<file path="config.mk">
export PLATFORM = sky130hd
export DESIGN_NAME = pif_i2c_front
export DESIGN_NICKNAME = d
export VERILOG_FILES = /design/src/pif_pkg.sv /design/src/pif_sync.sv /design/src/pif_shift.sv /design/src/pif_i2c_front.sv
export SDC_FILE = /design/constraint.sdc
export NUM_CORES = 1
export LEC_CHECK = 0
export ABC_AREA = 1
export ABC_CLOCK_PERIOD_IN_PS = 2500
export BUFFER_PORTS_ARGS = -buffer_cell sky130_fd_sc_hd__buf_2
export CAP_MARGIN = 0
export CORE_ASPECT_RATIO = 0.9
export CORE_UTILIZATION = 45
export CTS_BUF_LIST = sky130_fd_sc_hd__clkbuf_4
export DETAILED_ROUTE_END_ITERATION = 12
export PLACE_DENSITY = 0.73
export SETUP_SLACK_MARGIN = 0.4
export SLEW_MARGIN = 20
export SYNTH_ARGS = -nofsm -noshare
export SYNTH_HDL_FRONTEND = slang
export SYNTH_SLANG_ARGS = --single-unit
export TNS_END_PERCENT = 50
</file>
<file path="constraint.sdc">
create_clock -name sys_clk -period 2.5 [get_ports sys_clk]
set_clock_uncertainty 0.05 [all_clocks]
set_input_delay 0.25 -clock sys_clk [delete_from_list [all_inputs] [get_ports sys_clk]]
set_output_delay 0.25 -clock sys_clk [all_outputs]
set_load 0.03 [all_outputs]
</file>
<file path="src/pif_pkg.sv">
package pif_pkg;

    // ----------------------------------------------------------------
    // Address decode
    // ----------------------------------------------------------------
    localparam logic [3:0] ADDR_PREFIX = 4'h5;
    localparam logic [6:0] GC_ADDR = 7'h00;
    localparam logic [4:0] HS_CODE_PREFIX = 5'h01;
    localparam logic [4:0] TENBIT_PREFIX = 5'h1e;

    // ----------------------------------------------------------------
    // Framing and timing
    // ----------------------------------------------------------------
    localparam logic [3:0] BYTE_BITS = 4'h8;
    localparam logic [2:0] STRAP_SETTLE = 3'h5;
    localparam int SYNC_WIDTH = 5;
    localparam logic [SYNC_WIDTH-1:0] SYNC_RESET = 5'h1f;

    // ----------------------------------------------------------------
    // Serial state machine
    // ----------------------------------------------------------------
    typedef enum logic [7:0] {
        ST_IDLE     = 8'h01,
        ST_ADDR     = 8'h02,
        ST_ADDR_ACK = 8'h04,
        ST_RX       = 8'h08,
        ST_RX_ACK   = 8'h10,
        ST_TX       = 8'h20,
        ST_TX_ACK   = 8'h40,
        ST_IGNORE   = 8'h80
    } pif_state_t;

endpackage : pif_pkg

</file>
<file path="src/pif_sync.sv">
`timescale 1ns/1ps
`default_nettype none
module pif_sync (
    input wire logic sys_clk,
    input wire logic reset,
    input wire logic [pif_pkg::SYNC_WIDTH-1:0] async_in,
    output logic [pif_pkg::SYNC_WIDTH-1:0] level_ff
);
    // ----------------------------------------------------------------
    // Three stages per line; a change counts once stages two and three agree
    // ----------------------------------------------------------------
    genvar i;
    generate
        for (i = 0; i < pif_pkg::SYNC_WIDTH; i++) begin : g_line
            logic s1_ff;
            logic s2_ff;
            logic s3_ff;
            always_ff @(posedge sys_clk) begin
                if (reset) begin
                    s1_ff <= pif_pkg::SYNC_RESET[i];
                    s2_ff <= pif_pkg::SYNC_RESET[i];
                    s3_ff <= pif_pkg::SYNC_RESET[i];
                    level_ff[i] <= pif_pkg::SYNC_RESET[i];
                end else begin
                    s1_ff <= async_in[i];
                    s2_ff <= s1_ff;
                    s3_ff <= s2_ff;
                    if (s2_ff == s3_ff) begin
                        level_ff[i] <= s3_ff;
                    end
                end
            end
        end
    endgenerate
endmodule : pif_sync
`default_nettype wire

</file>
<file path="src/pif_shift.sv">
`timescale 1ns/1ps
`default_nettype none
module pif_shift (
    input wire logic sys_clk,
    input wire logic reset,
    input wire logic load,
    input wire logic [7:0] load_value,
    input wire logic shift_en,
    input wire logic shift_in,
    output logic [7:0] data_ff
);
    // ----------------------------------------------------------------
    // MSB-first byte shifter, load has priority
    // ----------------------------------------------------------------
    always_ff @(posedge sys_clk) begin
        if (reset) begin
            data_ff <= 8'h00;
        end else if (load) begin
            data_ff <= load_value;
        end else if (shift_en) begin
            data_ff <= {data_ff[6:0], shift_in};
        end
    end
endmodule : pif_shift
`default_nettype wire

</file>
<file path="src/pif_i2c_front.sv">
// Summary of operation
// - Not-acknowledge leaves the data line released high in the ack clock.
// - After any error the master sends START; command state restarts there.
// - General call address acknowledged only while general call enable is set.
// - Address is 0101 plus address pins; match acked, mismatch not acked.
// - Address bits of absent pins read as one; up to eight devices share a bus.
// - Lowest address pin level is captured at reset and used thereafter.
// - First byte after START is seven address bits plus direction bit.
// - START is data falling while clock high; begins a new transfer.
// - Repeated START looks like START, continues after a byte instead of STOP.
// - Collision flagged when a released data line samples low at clock rise while sending read data.
// - STOP, data rising while clock high, ends transfer and resets interface.
// - Device never holds the clock low; read data ready without delay.
// - Transfers off the command format are aborted; START or STOP aborts too.
// - High-speed master code is not acknowledged but enables high-speed mode.
// - High-speed mode holds across repeated STARTs and ends at STOP.
// - As receiver, ack low after address byte and after each received byte.
// - Data sampled at clock rise; changes while clock high are START or STOP.
// - Invalid location and command combination gets not-acknowledge.
// - Only seven-bit addressing; ten-bit sequences are not acknowledged.
`timescale 1ns/1ps
`default_nettype none
module pif_i2c_front #(
    parameter int NUM_ADDR_PINS = 3
) (
    input wire logic sys_clk,
    input wire logic reset,
    input wire logic scl_in,
    input wire logic sda_in,
    output logic sda_out_ff,
    output logic sda_oe_ff,
    input wire logic addr_pin_lsb,
    input wire logic addr_pin_mid,
    input wire logic addr_pin_msb,
    input wire logic general_call_enable,
    input wire logic nvm_write_busy,
    input wire logic data_ack_ok,
    input wire logic [7:0] tx_byte,
    output logic tx_taken_ff,
    output logic [7:0] rx_byte_ff,
    output logic rx_valid_ff,
    output logic addressed_ff,
    output logic general_call_ff,
    output logic read_ff,
    output logic hs_mode_ff,
    output logic start_seen_ff,
    output logic stop_seen_ff,
    output logic bus_collision_ff
);
    // ----------------------------------------------------------------
    // Pin sampling and bus conditions
    // ----------------------------------------------------------------
    logic [pif_pkg::SYNC_WIDTH-1:0] lv;
    logic scl;
    logic sda;
    logic scl_d_ff;
    logic sda_d_ff;
    logic scl_rise;
    logic scl_fall;
    logic start_cond;
    logic stop_cond;

    pif_sync u_sync (
        .sys_clk(sys_clk),
        .reset(reset),
        .async_in({addr_pin_msb, addr_pin_mid, addr_pin_lsb, scl_in, sda_in}),
        .level_ff(lv)
    );

    assign scl = lv[1];
    assign sda = lv[0];

    always_ff @(posedge sys_clk) begin
        if (reset) begin
            scl_d_ff <= 1'b1;
            sda_d_ff <= 1'b1;
        end else begin
            scl_d_ff <= scl;
            sda_d_ff <= sda;
        end
    end

    assign scl_rise = scl & ~scl_d_ff;
    assign scl_fall = ~scl & scl_d_ff;
    assign start_cond = scl & scl_d_ff & sda_d_ff & ~sda;
    assign stop_cond = scl & scl_d_ff & ~sda_d_ff & sda;

    // ----------------------------------------------------------------
    // Address strap capture
    // ----------------------------------------------------------------
    logic [2:0] strap_cnt_ff;
    logic strap_lsb_ff;
    logic addr_mid;
    logic addr_msb;
    logic [6:0] own_addr;

    // Wait for the filter to settle, then hold the pin level for good
    always_ff @(posedge sys_clk) begin
        if (reset) begin
            strap_cnt_ff <= 3'h0;
            strap_lsb_ff <= 1'b1;
        end else if (strap_cnt_ff != pif_pkg::STRAP_SETTLE) begin
            strap_cnt_ff <= strap_cnt_ff + 3'h1;
            strap_lsb_ff <= lv[2];
        end
    end

    assign addr_mid = (NUM_ADDR_PINS >= 2) ? lv[3] : 1'b1;
    assign addr_msb = (NUM_ADDR_PINS >= 3) ? lv[4] : 1'b1;
    assign own_addr = {pif_pkg::ADDR_PREFIX, addr_msb, addr_mid, strap_lsb_ff};

    // ----------------------------------------------------------------
    // Byte shifter and decode
    // ----------------------------------------------------------------
    pif_pkg::pif_state_t state_ff;
    pif_pkg::pif_state_t nxt_state;
    logic [3:0] bit_cnt_ff;
    logic [3:0] nxt_bit_cnt;
    logic [7:0] sh;
    logic byte_end;
    logic sh_load;
    logic sh_shift;
    logic addr_match;
    logic gc_hit;
    logic hs_hit;
    logic ten_hit;
    logic ack_addr;
    logic ack_data;
    logic first_data_ff;
    logic collision;
    logic tx_next_msb;

    assign byte_end = scl_fall && (bit_cnt_ff == pif_pkg::BYTE_BITS);
    assign sh_load = scl_fall && (((state_ff == pif_pkg::ST_ADDR_ACK) && read_ff)
                     || (state_ff == pif_pkg::ST_TX_ACK));
    assign sh_shift = (scl_rise && ((state_ff == pif_pkg::ST_ADDR)
                      || (state_ff == pif_pkg::ST_RX)))
                      || (scl_fall && (state_ff == pif_pkg::ST_TX));

    pif_shift u_shift (
        .sys_clk(sys_clk),
        .reset(reset),
        .load(sh_load),
        .load_value(tx_byte),
        .shift_en(sh_shift),
        .shift_in(sda),
        .data_ff(sh)
    );

    assign addr_match = (sh[7:1] == own_addr);
    assign gc_hit = (sh[7:1] == pif_pkg::GC_ADDR) && !sh[0];
    assign hs_hit = (sh[7:3] == pif_pkg::HS_CODE_PREFIX);
    assign ten_hit = (sh[7:3] == pif_pkg::TENBIT_PREFIX);
    assign ack_addr = (addr_match || (gc_hit && general_call_enable))
                      && !ten_hit && !hs_hit;
    assign ack_data = data_ack_ok && !(nvm_write_busy && first_data_ff);

    // A released line seen low while we send means another driver
    assign collision = scl_rise && (state_ff == pif_pkg::ST_TX) && !sda_oe_ff
                       && !sda && (bit_cnt_ff != pif_pkg::BYTE_BITS);

    // ----------------------------------------------------------------
    // Serial state machine
    // ----------------------------------------------------------------
    always_comb begin
        nxt_state = state_ff;
        nxt_bit_cnt = bit_cnt_ff;
        if (stop_cond) begin
            nxt_state = pif_pkg::ST_IDLE;
            nxt_bit_cnt = 4'h0;
        end else if (start_cond) begin
            nxt_state = pif_pkg::ST_ADDR;
            nxt_bit_cnt = 4'h0;
        end else if (collision) begin
            nxt_state = pif_pkg::ST_IDLE;
            nxt_bit_cnt = 4'h0;
        end else begin
            case (state_ff)
                pif_pkg::ST_ADDR, pif_pkg::ST_RX, pif_pkg::ST_TX: begin
                    if (scl_rise) begin
                        nxt_bit_cnt = bit_cnt_ff + 4'h1;
                    end
                    if (byte_end) begin
                        if (state_ff == pif_pkg::ST_ADDR) begin
                            nxt_state = ack_addr ? pif_pkg::ST_ADDR_ACK
                                                 : pif_pkg::ST_IGNORE;
                        end else if (state_ff == pif_pkg::ST_RX) begin
                            nxt_state = ack_data ? pif_pkg::ST_RX_ACK
                                                 : pif_pkg::ST_IGNORE;
                        end else begin
                            nxt_state = pif_pkg::ST_TX_ACK;
                        end
                    end
                end
                pif_pkg::ST_ADDR_ACK, pif_pkg::ST_RX_ACK: begin
                    if (scl_fall) begin
                        nxt_bit_cnt = 4'h0;
                        nxt_state = (read_ff && state_ff == pif_pkg::ST_ADDR_ACK)
                                    ? pif_pkg::ST_TX : pif_pkg::ST_RX;
                    end
                end
                pif_pkg::ST_TX_ACK: begin
                    if (scl_rise && sda) begin
                        nxt_state = pif_pkg::ST_IGNORE;
                    end else if (scl_fall) begin
                        nxt_bit_cnt = 4'h0;
                        nxt_state = pif_pkg::ST_TX;
                    end
                end
                pif_pkg::ST_IDLE, pif_pkg::ST_IGNORE: begin
                    nxt_state = state_ff;
                end
                default: begin
                    nxt_state = pif_pkg::ST_IDLE;
                    nxt_bit_cnt = 4'h0;
                end
            endcase
        end
    end

    always_ff @(posedge sys_clk) begin
        if (reset) begin
            state_ff <= pif_pkg::ST_IDLE;
            bit_cnt_ff <= 4'h0;
        end else begin
            state_ff <= nxt_state;
            bit_cnt_ff <= nxt_bit_cnt;
        end
    end

    // ----------------------------------------------------------------
    // Data line drive; the clock line is input only, never stretched
    // ----------------------------------------------------------------
    assign tx_next_msb = sh_load ? tx_byte[7] : (sh_shift ? sh[6] : sh[7]);

    always_ff @(posedge sys_clk) begin
        if (reset) begin
            sda_oe_ff <= 1'b0;
            sda_out_ff <= 1'b0;
        end else begin
            sda_out_ff <= 1'b0;
            sda_oe_ff <= (nxt_state == pif_pkg::ST_ADDR_ACK)
                         || (nxt_state == pif_pkg::ST_RX_ACK)
                         || ((nxt_state == pif_pkg::ST_TX)
                             && !tx_next_msb);
        end
    end

    // ----------------------------------------------------------------
    // Transfer status
    // ----------------------------------------------------------------
    always_ff @(posedge sys_clk) begin
        if (reset) begin
            addressed_ff <= 1'b0;
            general_call_ff <= 1'b0;
            read_ff <= 1'b0;
            first_data_ff <= 1'b0;
        end else if (stop_cond || start_cond || collision) begin
            addressed_ff <= 1'b0;
            general_call_ff <= 1'b0;
            read_ff <= 1'b0;
            first_data_ff <= 1'b0;
        end else if (byte_end && state_ff == pif_pkg::ST_ADDR) begin
            addressed_ff <= ack_addr;
            general_call_ff <= ack_addr && gc_hit;
            read_ff <= ack_addr && sh[0];
            first_data_ff <= ack_addr;
        end else if (byte_end && state_ff == pif_pkg::ST_RX) begin
            first_data_ff <= 1'b0;
        end
    end

    always_ff @(posedge sys_clk) begin
        if (reset) begin
            hs_mode_ff <= 1'b0;
        end else if (stop_cond) begin
            hs_mode_ff <= 1'b0;
        end else if (byte_end && state_ff == pif_pkg::ST_ADDR && hs_hit) begin
            hs_mode_ff <= 1'b1;
        end
    end

    always_ff @(posedge sys_clk) begin
        if (reset) begin
            rx_byte_ff <= 8'h00;
            rx_valid_ff <= 1'b0;
        end else begin
            rx_valid_ff <= byte_end && (state_ff == pif_pkg::ST_RX) && !stop_cond
                           && !start_cond;
            if (byte_end && state_ff == pif_pkg::ST_RX) begin
                rx_byte_ff <= sh;
            end
        end
    end

    always_ff @(posedge sys_clk) begin
        if (reset) begin
            tx_taken_ff <= 1'b0;
            start_seen_ff <= 1'b0;
            stop_seen_ff <= 1'b0;
            bus_collision_ff <= 1'b0;
        end else begin
            tx_taken_ff <= sh_load && !stop_cond && !start_cond;
            start_seen_ff <= start_cond;
            stop_seen_ff <= stop_cond;
            bus_collision_ff <= collision && !stop_cond && !start_cond;
        end
    end

endmodule : pif_i2c_front
`default_nettype wire

</file>
==> impl_metrics.json, run 1 <==
{
  "finalWeightedCongestion": 0.880,
  "post_cts_resized": 0,
  "outcome": "completed",
  "grt_pass1_wl_um": 11000,
  "holdCritStartpoint": "tx_byte[2]",
  "fin_crit_sh_pct": 73.1,
  "regArea_um2": 1300,
  "synthTopCellsByArea": "dfxtp_1 43%, nand2_1 7.1%, nor2_1 5.3%",
  "ys_ff_latch": 65,
  "netlist_area_um2": 3060,
  "fillers": 620,
  "synth-seq-area-share_pct": 42.6,
  "tns_ns": 0,
  "clockBufferDepth": 2,
  "hpwl_um": 4970,
  "drv_cap": 0,
  "powerDensity_nw_per_um2": 510,
  "drt-initial-drc-count": 149,
  "synthArstFlopShare_pct": 0,
  "crit_start": "bit_cnt_ff[0]",
  "hold_viol": 0,
  "netlist.top_cell.by_area": "dfxtp_1",
  "placed_area_um2": 3320,
  "drc": 0,
  "fp.dieH_um": 80.2,
  "synth_top_area_share_pct": 42.6,
  "layout_min_cycle_time_ns": 1.83,
  "viasPerCell": 5.01,
  "grt_pass1_vias": 2301,
  "end_kind": "flop",
  "power.internal_w": 0.00139,
  "num_antenna_cells": 0,
  "start_util_pct": 46.6,
  "swShare_pct": 22.1,
  "synth_commonest_cells": "65 x dfxtp_1, 58 x nand2_1, 43 x nor2_1",
  "die_x_um": 88.9,
  "multi_input_area_um2": 1560,
  "cts_made_buffers": 9,
  "synth-edff-count": 0,
  "crit-reg2reg-launch": "bit_cnt_ff[0]",
  "ios": 37,
  "root_buffer": "clkbuf_4",
  "drv_slew": 0,
  "portBuffers": 35,
  "grt_remaining_overflow": 0,
  "synth.avg_cell_area_um2": 8.04,
  "cp.required_ns": 2.75,
  "pwr-share-comb_pct": 4.2,
  "p_leak_nw": 1.53,
  "hold_class": "input pin to flop",
  "startpoint_type": "flop",
  "crit_type": "flop to flop",
  "ir_drop_mv": 0.403,
  "cts_tree": "yes",
  "grt_util_met2_pct": 31.4,
  "fp.dieArea_um2": 7120,
  "wl_per_cell_um": 12.9,
  "stdcell_area_um2": 3490,
  "synth_nets": 402,
  "core_area_um2": 6550,
  "r2r_slack_ns": 0.67,
  "postRouteAntennaNets": 0,
  "arrival_ns": 2.08,
  "routed_wl_um": 6680,
  "final_nets": 447,
  "p_switching_w": 0.000393,
  "rsz0062_at_grt": "false",
  "grtUsageMet3_pct": 5.24,
  "power.share.clock_pct": 36.2,
  "clock_sinks": 65,
  "grt_busiest_layer": "met2",
  "grt.met1_usage_pct": 28.7,
  "pwr-share-seq_pct": 59.6,
  "synth_most_common_cell": "dfxtp_1",
  "clk_pin_slew_ns": 0.10,
  "grt_antenna_before_repair": 0,
  "clkLatencyLatePin_ns": 0.40,
  "ys_types": 39,
  "via_count": 2601,
  "rows": 28,
  "clock.fmax_mhz": 547,
  "yosysWarnings": 0,
  "drt-pass1-iter-count": 6,
  "worstPathMaxFanout": 14,
  "synth_flop_cell": "dfxtp_1",
  "synth_cells": 380,
  "drive_gt1_share_pct": 28.9,
  "synthToLayoutAreaGrowth_pct": 14.2,
  "grt_max_degree": 38,
  "grt_use_total_pct": 20.7,
  "htreeDepth": 3,
  "finalSetupViolations": 0
}
## cell type report
cell class	instances	share of cell area, %
multi-input combinational	266	44.6
sequential	65	37.3
timing repair buffer	41	6.67
inverter	42	4.73
tap	90	3.23
clock buffer	10	2.15
clock inverter	5	1.36
## cells by family after synthesis
kind of cell | Yosys count | share of synthesized area [%]
flip-flops | 65 | 42.6
AO/OA/AOI/OAI | 57 | 10.9
other | 1 | 0.123
adder cells (fa/ha/maj) | 4 | 1.64
XOR/XNOR | 4 | 1.15
buffers and inverters | 49 | 6.51
AND/OR/NAND/NOR | 200 | 37.1
## registers in the layout, summed over array words and instances (netlist names), 3 cells and up
signal,flops
u_sync.g_line.s1_ff,5
state_ff,8
rx_byte_ff,8
strap_cnt_ff,3
u_sync.g_line.s3_ff,5
bit_cnt_ff,4
u_sync.g_line.s2_ff,5
u_sync.level_ff,5
u_shift.data_ff,8
## timing repair
action | in CTS | in global routing
endpoints found under the hold margin | 5 | 0
setup buffers | 0 | 0
hold buffers | 5 | 0
## per-stage QoR
| step | hold WS [ns] | setup WS [ns] | utilization, % | cells | total power, W |
|---|---|---|---|---|---|
| floorplan | 0.304 | 0.937 | - | 380 | 0.00113 |
| global placement | 0.341 | 0.812 | 50.6 | 499 | 0.00115 |
| detailed placement | 0.346 | 0.712 | 50.6 | 499 | 0.00116 |
| CTS | 0.0730 | 0.664 | 53.3 | 519 | 0.00179 |
| global route | 0.0718 | 0.456 | 53.3 | 519 | 0.00186 |
| finish | 0.0936 | 0.673 | 53.3 | 519 | 0.00178 |
## worst max-delay path, stage by stage (launching register included)
cell and delay (ns):
dfxtp_1 0.36, inv_1 0.09, ha_1 0.15, nand3_1 0.22
nor2_8 0.22, inv_4 0.07, nor2_4 0.25, inv_1 0.14
nor2_1 0.13, nor2_1 0.06
## per-layer routing
| layer | vias to the layer above | part of all wire, % |
|---|---|---|
| met4 | 0 | 1.3 |
| li1 | 1344 | - |
| met3 | 8 | 4.4 |
| met1 | 1179 | 48 |
| met5 | - | 0 |
| met2 | 70 | 46 |
## final timing paths
check / end / depth (start not counted)
setup / recovery: rx_byte_ff[0] / 9
hold / removal: u_shift.data_ff[2] / 3
setup reg to reg: rx_byte_ff[0] / 9
hold reg to reg: u_sync.g_line[1].s2_ff / 1
## power groups by stage
| stage | combinational [W] | sequential [W] | clock, W |
|---|---|---|---|
| after floorplan | 0.0000464 | 0.00108 | 0 |
| final | 0.0000753 | 0.00106 | 0.000645 |
| after global routing | 0.0000855 | 0.00106 | 0.000712 |
| after CTS | 0.0000760 | 0.00106 | 0.000657 |
| after detailed placement | 0.0000697 | 0.00109 | 0 |
| after global placement | 0.0000675 | 0.00108 | 0 |
## cell usage in the layout, fill, tap and decap left out, types with 7 or more instances in the layout
cell	Yosys	final
nand2_4	7	7
clkbuf_4	0	10
nor2_1	43	43
nand4_1	8	8
inv_1	27	27
o21ai_0	19	19
nand3_1	23	23
dfxtp_1	65	65
nor2_2	8	8
nand2_1	58	58
or2_2	15	15
a21oi_1	20	20
inv_2	11	11
nand2_2	13	13
buf_2	0	35
No activity file was read; power rests on OpenSTA's default activity.
==> run 2, diff against run 1 <==
--- a/config.mk
+++ b/config.mk
@@ -6,14 +6,14 @@
 export NUM_CORES = 1
 export LEC_CHECK = 0
 export ABC_AREA = 1
-export ABC_CLOCK_PERIOD_IN_PS = 2500
+export ABC_CLOCK_PERIOD_IN_PS = 1500
 export BUFFER_PORTS_ARGS = -buffer_cell sky130_fd_sc_hd__buf_2
 export CAP_MARGIN = 0
 export CORE_ASPECT_RATIO = 0.9
 export CORE_UTILIZATION = 45
 export CTS_BUF_LIST = sky130_fd_sc_hd__clkbuf_4
 export DETAILED_ROUTE_END_ITERATION = 12
-export PLACE_DENSITY = 0.73
+export PLACE_DENSITY = 0.76
 export SETUP_SLACK_MARGIN = 0.4
 export SLEW_MARGIN = 20
 export SYNTH_ARGS = -nofsm -noshare
==> constraint.sdc (replaced) <==
create_clock -name sys_clk -period 1.5 [get_ports sys_clk]
set_clock_uncertainty 0.05 [all_clocks]
set_input_delay 0.15 -clock sys_clk [delete_from_list [all_inputs] [get_ports sys_clk]]
set_output_delay 0.15 -clock sys_clk [all_outputs]
set_load 0.03 [all_outputs]
==> run 2 against run 1 <==
Net effect:
- the flow now finishes with violations (setup timing)
- first-iteration DRC count is 16% higher
- total power increased by 73%
- via count is 10% higher
- sequential power up 67%
- combinational power increased by 94%
- utilization rose by 10 points
- critical endpoint is now bit_cnt_ff[2]
- highest routed layer unchanged
==> impl_metrics.json, run 2 (synthesis results as in run 1) <==
{
  "outcome": "finished, violations left",
  "violations": "setup timing",
  "drv_slew": 0,
  "num_antenna_cells": 0,
  "reg.largest.list": "rx_byte_ff (8), state_ff (8), u_shift.data_ff (8)",
  "route.met3.wl_um": 382,
  "drc": 0,
  "crit_slowest_cell": "dfxtp_2",
  "clkLatencyLatePin_ns": 0.42,
  "rows": 28,
  "die_x_um": 88.9,
  "pwr-share-comb_pct": 4.7,
  "p_leak_nw": 1.81,
  "drt-initial-drc-count": 173,
  "grt_remaining_overflow": 0,
  "grt_pass1_wl_um": 12700,
  "clock.fmax_mhz": 623,
  "start_util_pct": 46.6,
  "dr_wl_met2_um": 3830,
  "wl_met1_um": 3310,
  "final_nets": 494,
  "layout_commonest_cell": "nand2_1",
  "worstPathMaxFanout": 7,
  "drt-pass1-iter-count": 4,
  "p_switching_w": 0.000720,
  "startpoint_type": "flop",
  "grt_max_degree": 38,
  "powerDensity_nw_per_um2": 741,
  "fp.dieH_um": 80.2,
  "clockBufferDepth": 2,
  "grt_pass1_vias": 2762,
  "placed_area_um2": 3610,
  "crit_buf_inv": 2,
  "power_w": 0.00309,
  "drive_gt1_share_pct": 45.9,
  "drv_cap": 0,
  "ir_drop_mv": 0.697,
  "pwr-share-seq_pct": 57.3,
  "power.internal_w": 0.00237,
  "root_buffer": "clkbuf_4",
  "cp_top_family": "simple AND/OR/NAND/NOR gates",
  "core_area_um2": 6550,
  "critPathMaxStageDelay_ns": 0.35,
  "hpwl_um": 5550,
  "portBuffers": 35,
  "fin_crit_sh_pct": 107,
  "fillers": 544,
  "dp_cells": 530,
  "path_cells": "inv_2 -> nand2_4 -> nor2_8 -> nand2_2 -> o21ai_4 -> nand2_2 -> nand3b_1 -> nand2_2 -> inv_2 -> nand2_1 -> nor2_1",
  "viasPerCell": 5.07,
  "crit_type": "flop to flop",
  "setup_ws_ns": -0.106,
  "layout_min_cycle_time_ns": 1.61,
  "grt_use_total_pct": 23.8,
  "cts_made_buffers": 9,
  "rsz0062_at_grt": "true",
  "clk_pin_slew_ns": 0.11,
  "via_count": 2873,
  "power.share.clock_pct": 37.9,
  "hold_viol": 0,
  "htreeDepth": 3,
  "ios": 37,
  "fp.dieArea_um2": 7120,
  "cp.required_ns": 1.81,
  "hold_class": "input pin to flop",
  "finalSetupViolations": 18,
  "layout.cells.non_filler": 567,
  "wl_per_cell_um": 13.6,
  "end_kind": "flop",
  "mostFrequentLayoutCells": "49 x nand2_1, 46 x dfxtp_1, 43 x buf_4",
  "cts_tree": "yes",
  "grt_antenna_before_repair": 0,
  "arrival_ns": 1.92,
  "finalWeightedCongestion": 0.871,
  "stdcell_area_um2": 4170,
  "swShare_pct": 23.3,
  "cp_common_cell": "nand2_2",
  "routed_wl_um": 7700,
  "clock_sinks": 65,
  "postRouteAntennaNets": 0,
  "highest_layer": "met4",
  "synthToLayoutAreaGrowth_pct": 36.4
}
-- run 2: path summary, 6_finish.rpt --
kind / cells after the start / to / slack (ns) / start
min: 3 / u_shift.data_ff[6] / 0.01 / tx_byte[6]
max: 11 / bit_cnt_ff[2] / -0.11 / state_ff[7]
min reg2reg: 1 / u_sync.g_line[4].s2_ff / 0.37 / u_sync.g_line[4].s1_ff
max reg2reg: 11 / bit_cnt_ff[2] / -0.11 / state_ff[7]
-- run 2: per-layer routing --
layer / GRT usage [%] / vias up
met2: 40.7 / 88
li1: - / 1426
met4: 8.23 / 0
met5: 0 / -
met3: 7.09 / 19
met1: 28.1 / 1340
-- run 2: repair_timing --
item | in CTS | in global routing
cloned | 0 | 0
hold buffers | 8 | 0
hold endpoints to repair | 8 | 0
setup endpoints to repair | 57 | 59
setup buffers | 8 | 5
gates resized for setup | 62 | 24
pin swaps | 9 | 18
-- run 2: power groups by stage --
stage          logic (W)  clock network (W)  registers (W)
2_1_floorplan  0.0000791                  0        0.00181
3_3_place_gp    0.000120                  0        0.00181
3_5_place_dp    0.000123                  0        0.00181
4_1_cts         0.000143            0.00120        0.00177
5_1_grt         0.000162            0.00127        0.00178
6_report        0.000146            0.00117        0.00177
-- run 2: area by class of cell --
type,instances,area (um2),area share [%]
clock buffers,11,82.6,1.98
clock inverters,5,55.1,1.32
inverters,42,173,4.14
multi-input cells,266,1710,40.9
flip-flops and latches,65,1330,31.8
well taps,90,113,2.70
repair buffers,88,713,17.1
-- run 2: tightest hold or removal path, cell delays in order --
cell	delay, ns
buf_2	0.10
nand3_1	0.10
a31oi_1	0.09
-- run 2: metrics by stage --
step / util (%) / hold WS [ns] / TNS (ns) / setup WS, ns
3_5_place_dp: 55.1 / 0.285 / -0.546 / -0.0828
2_1_floorplan: - / 0.204 / 0 / 0.0968
5_1_grt: 63.6 / 0.0118 / -3.63 / -0.194
3_3_place_gp: 55.1 / 0.281 / -0.361 / -0.0898
6_report: 63.6 / 0.0130 / -0.839 / -0.106
4_1_cts: 62.2 / 0.000288 / -0.645 / -0.0599
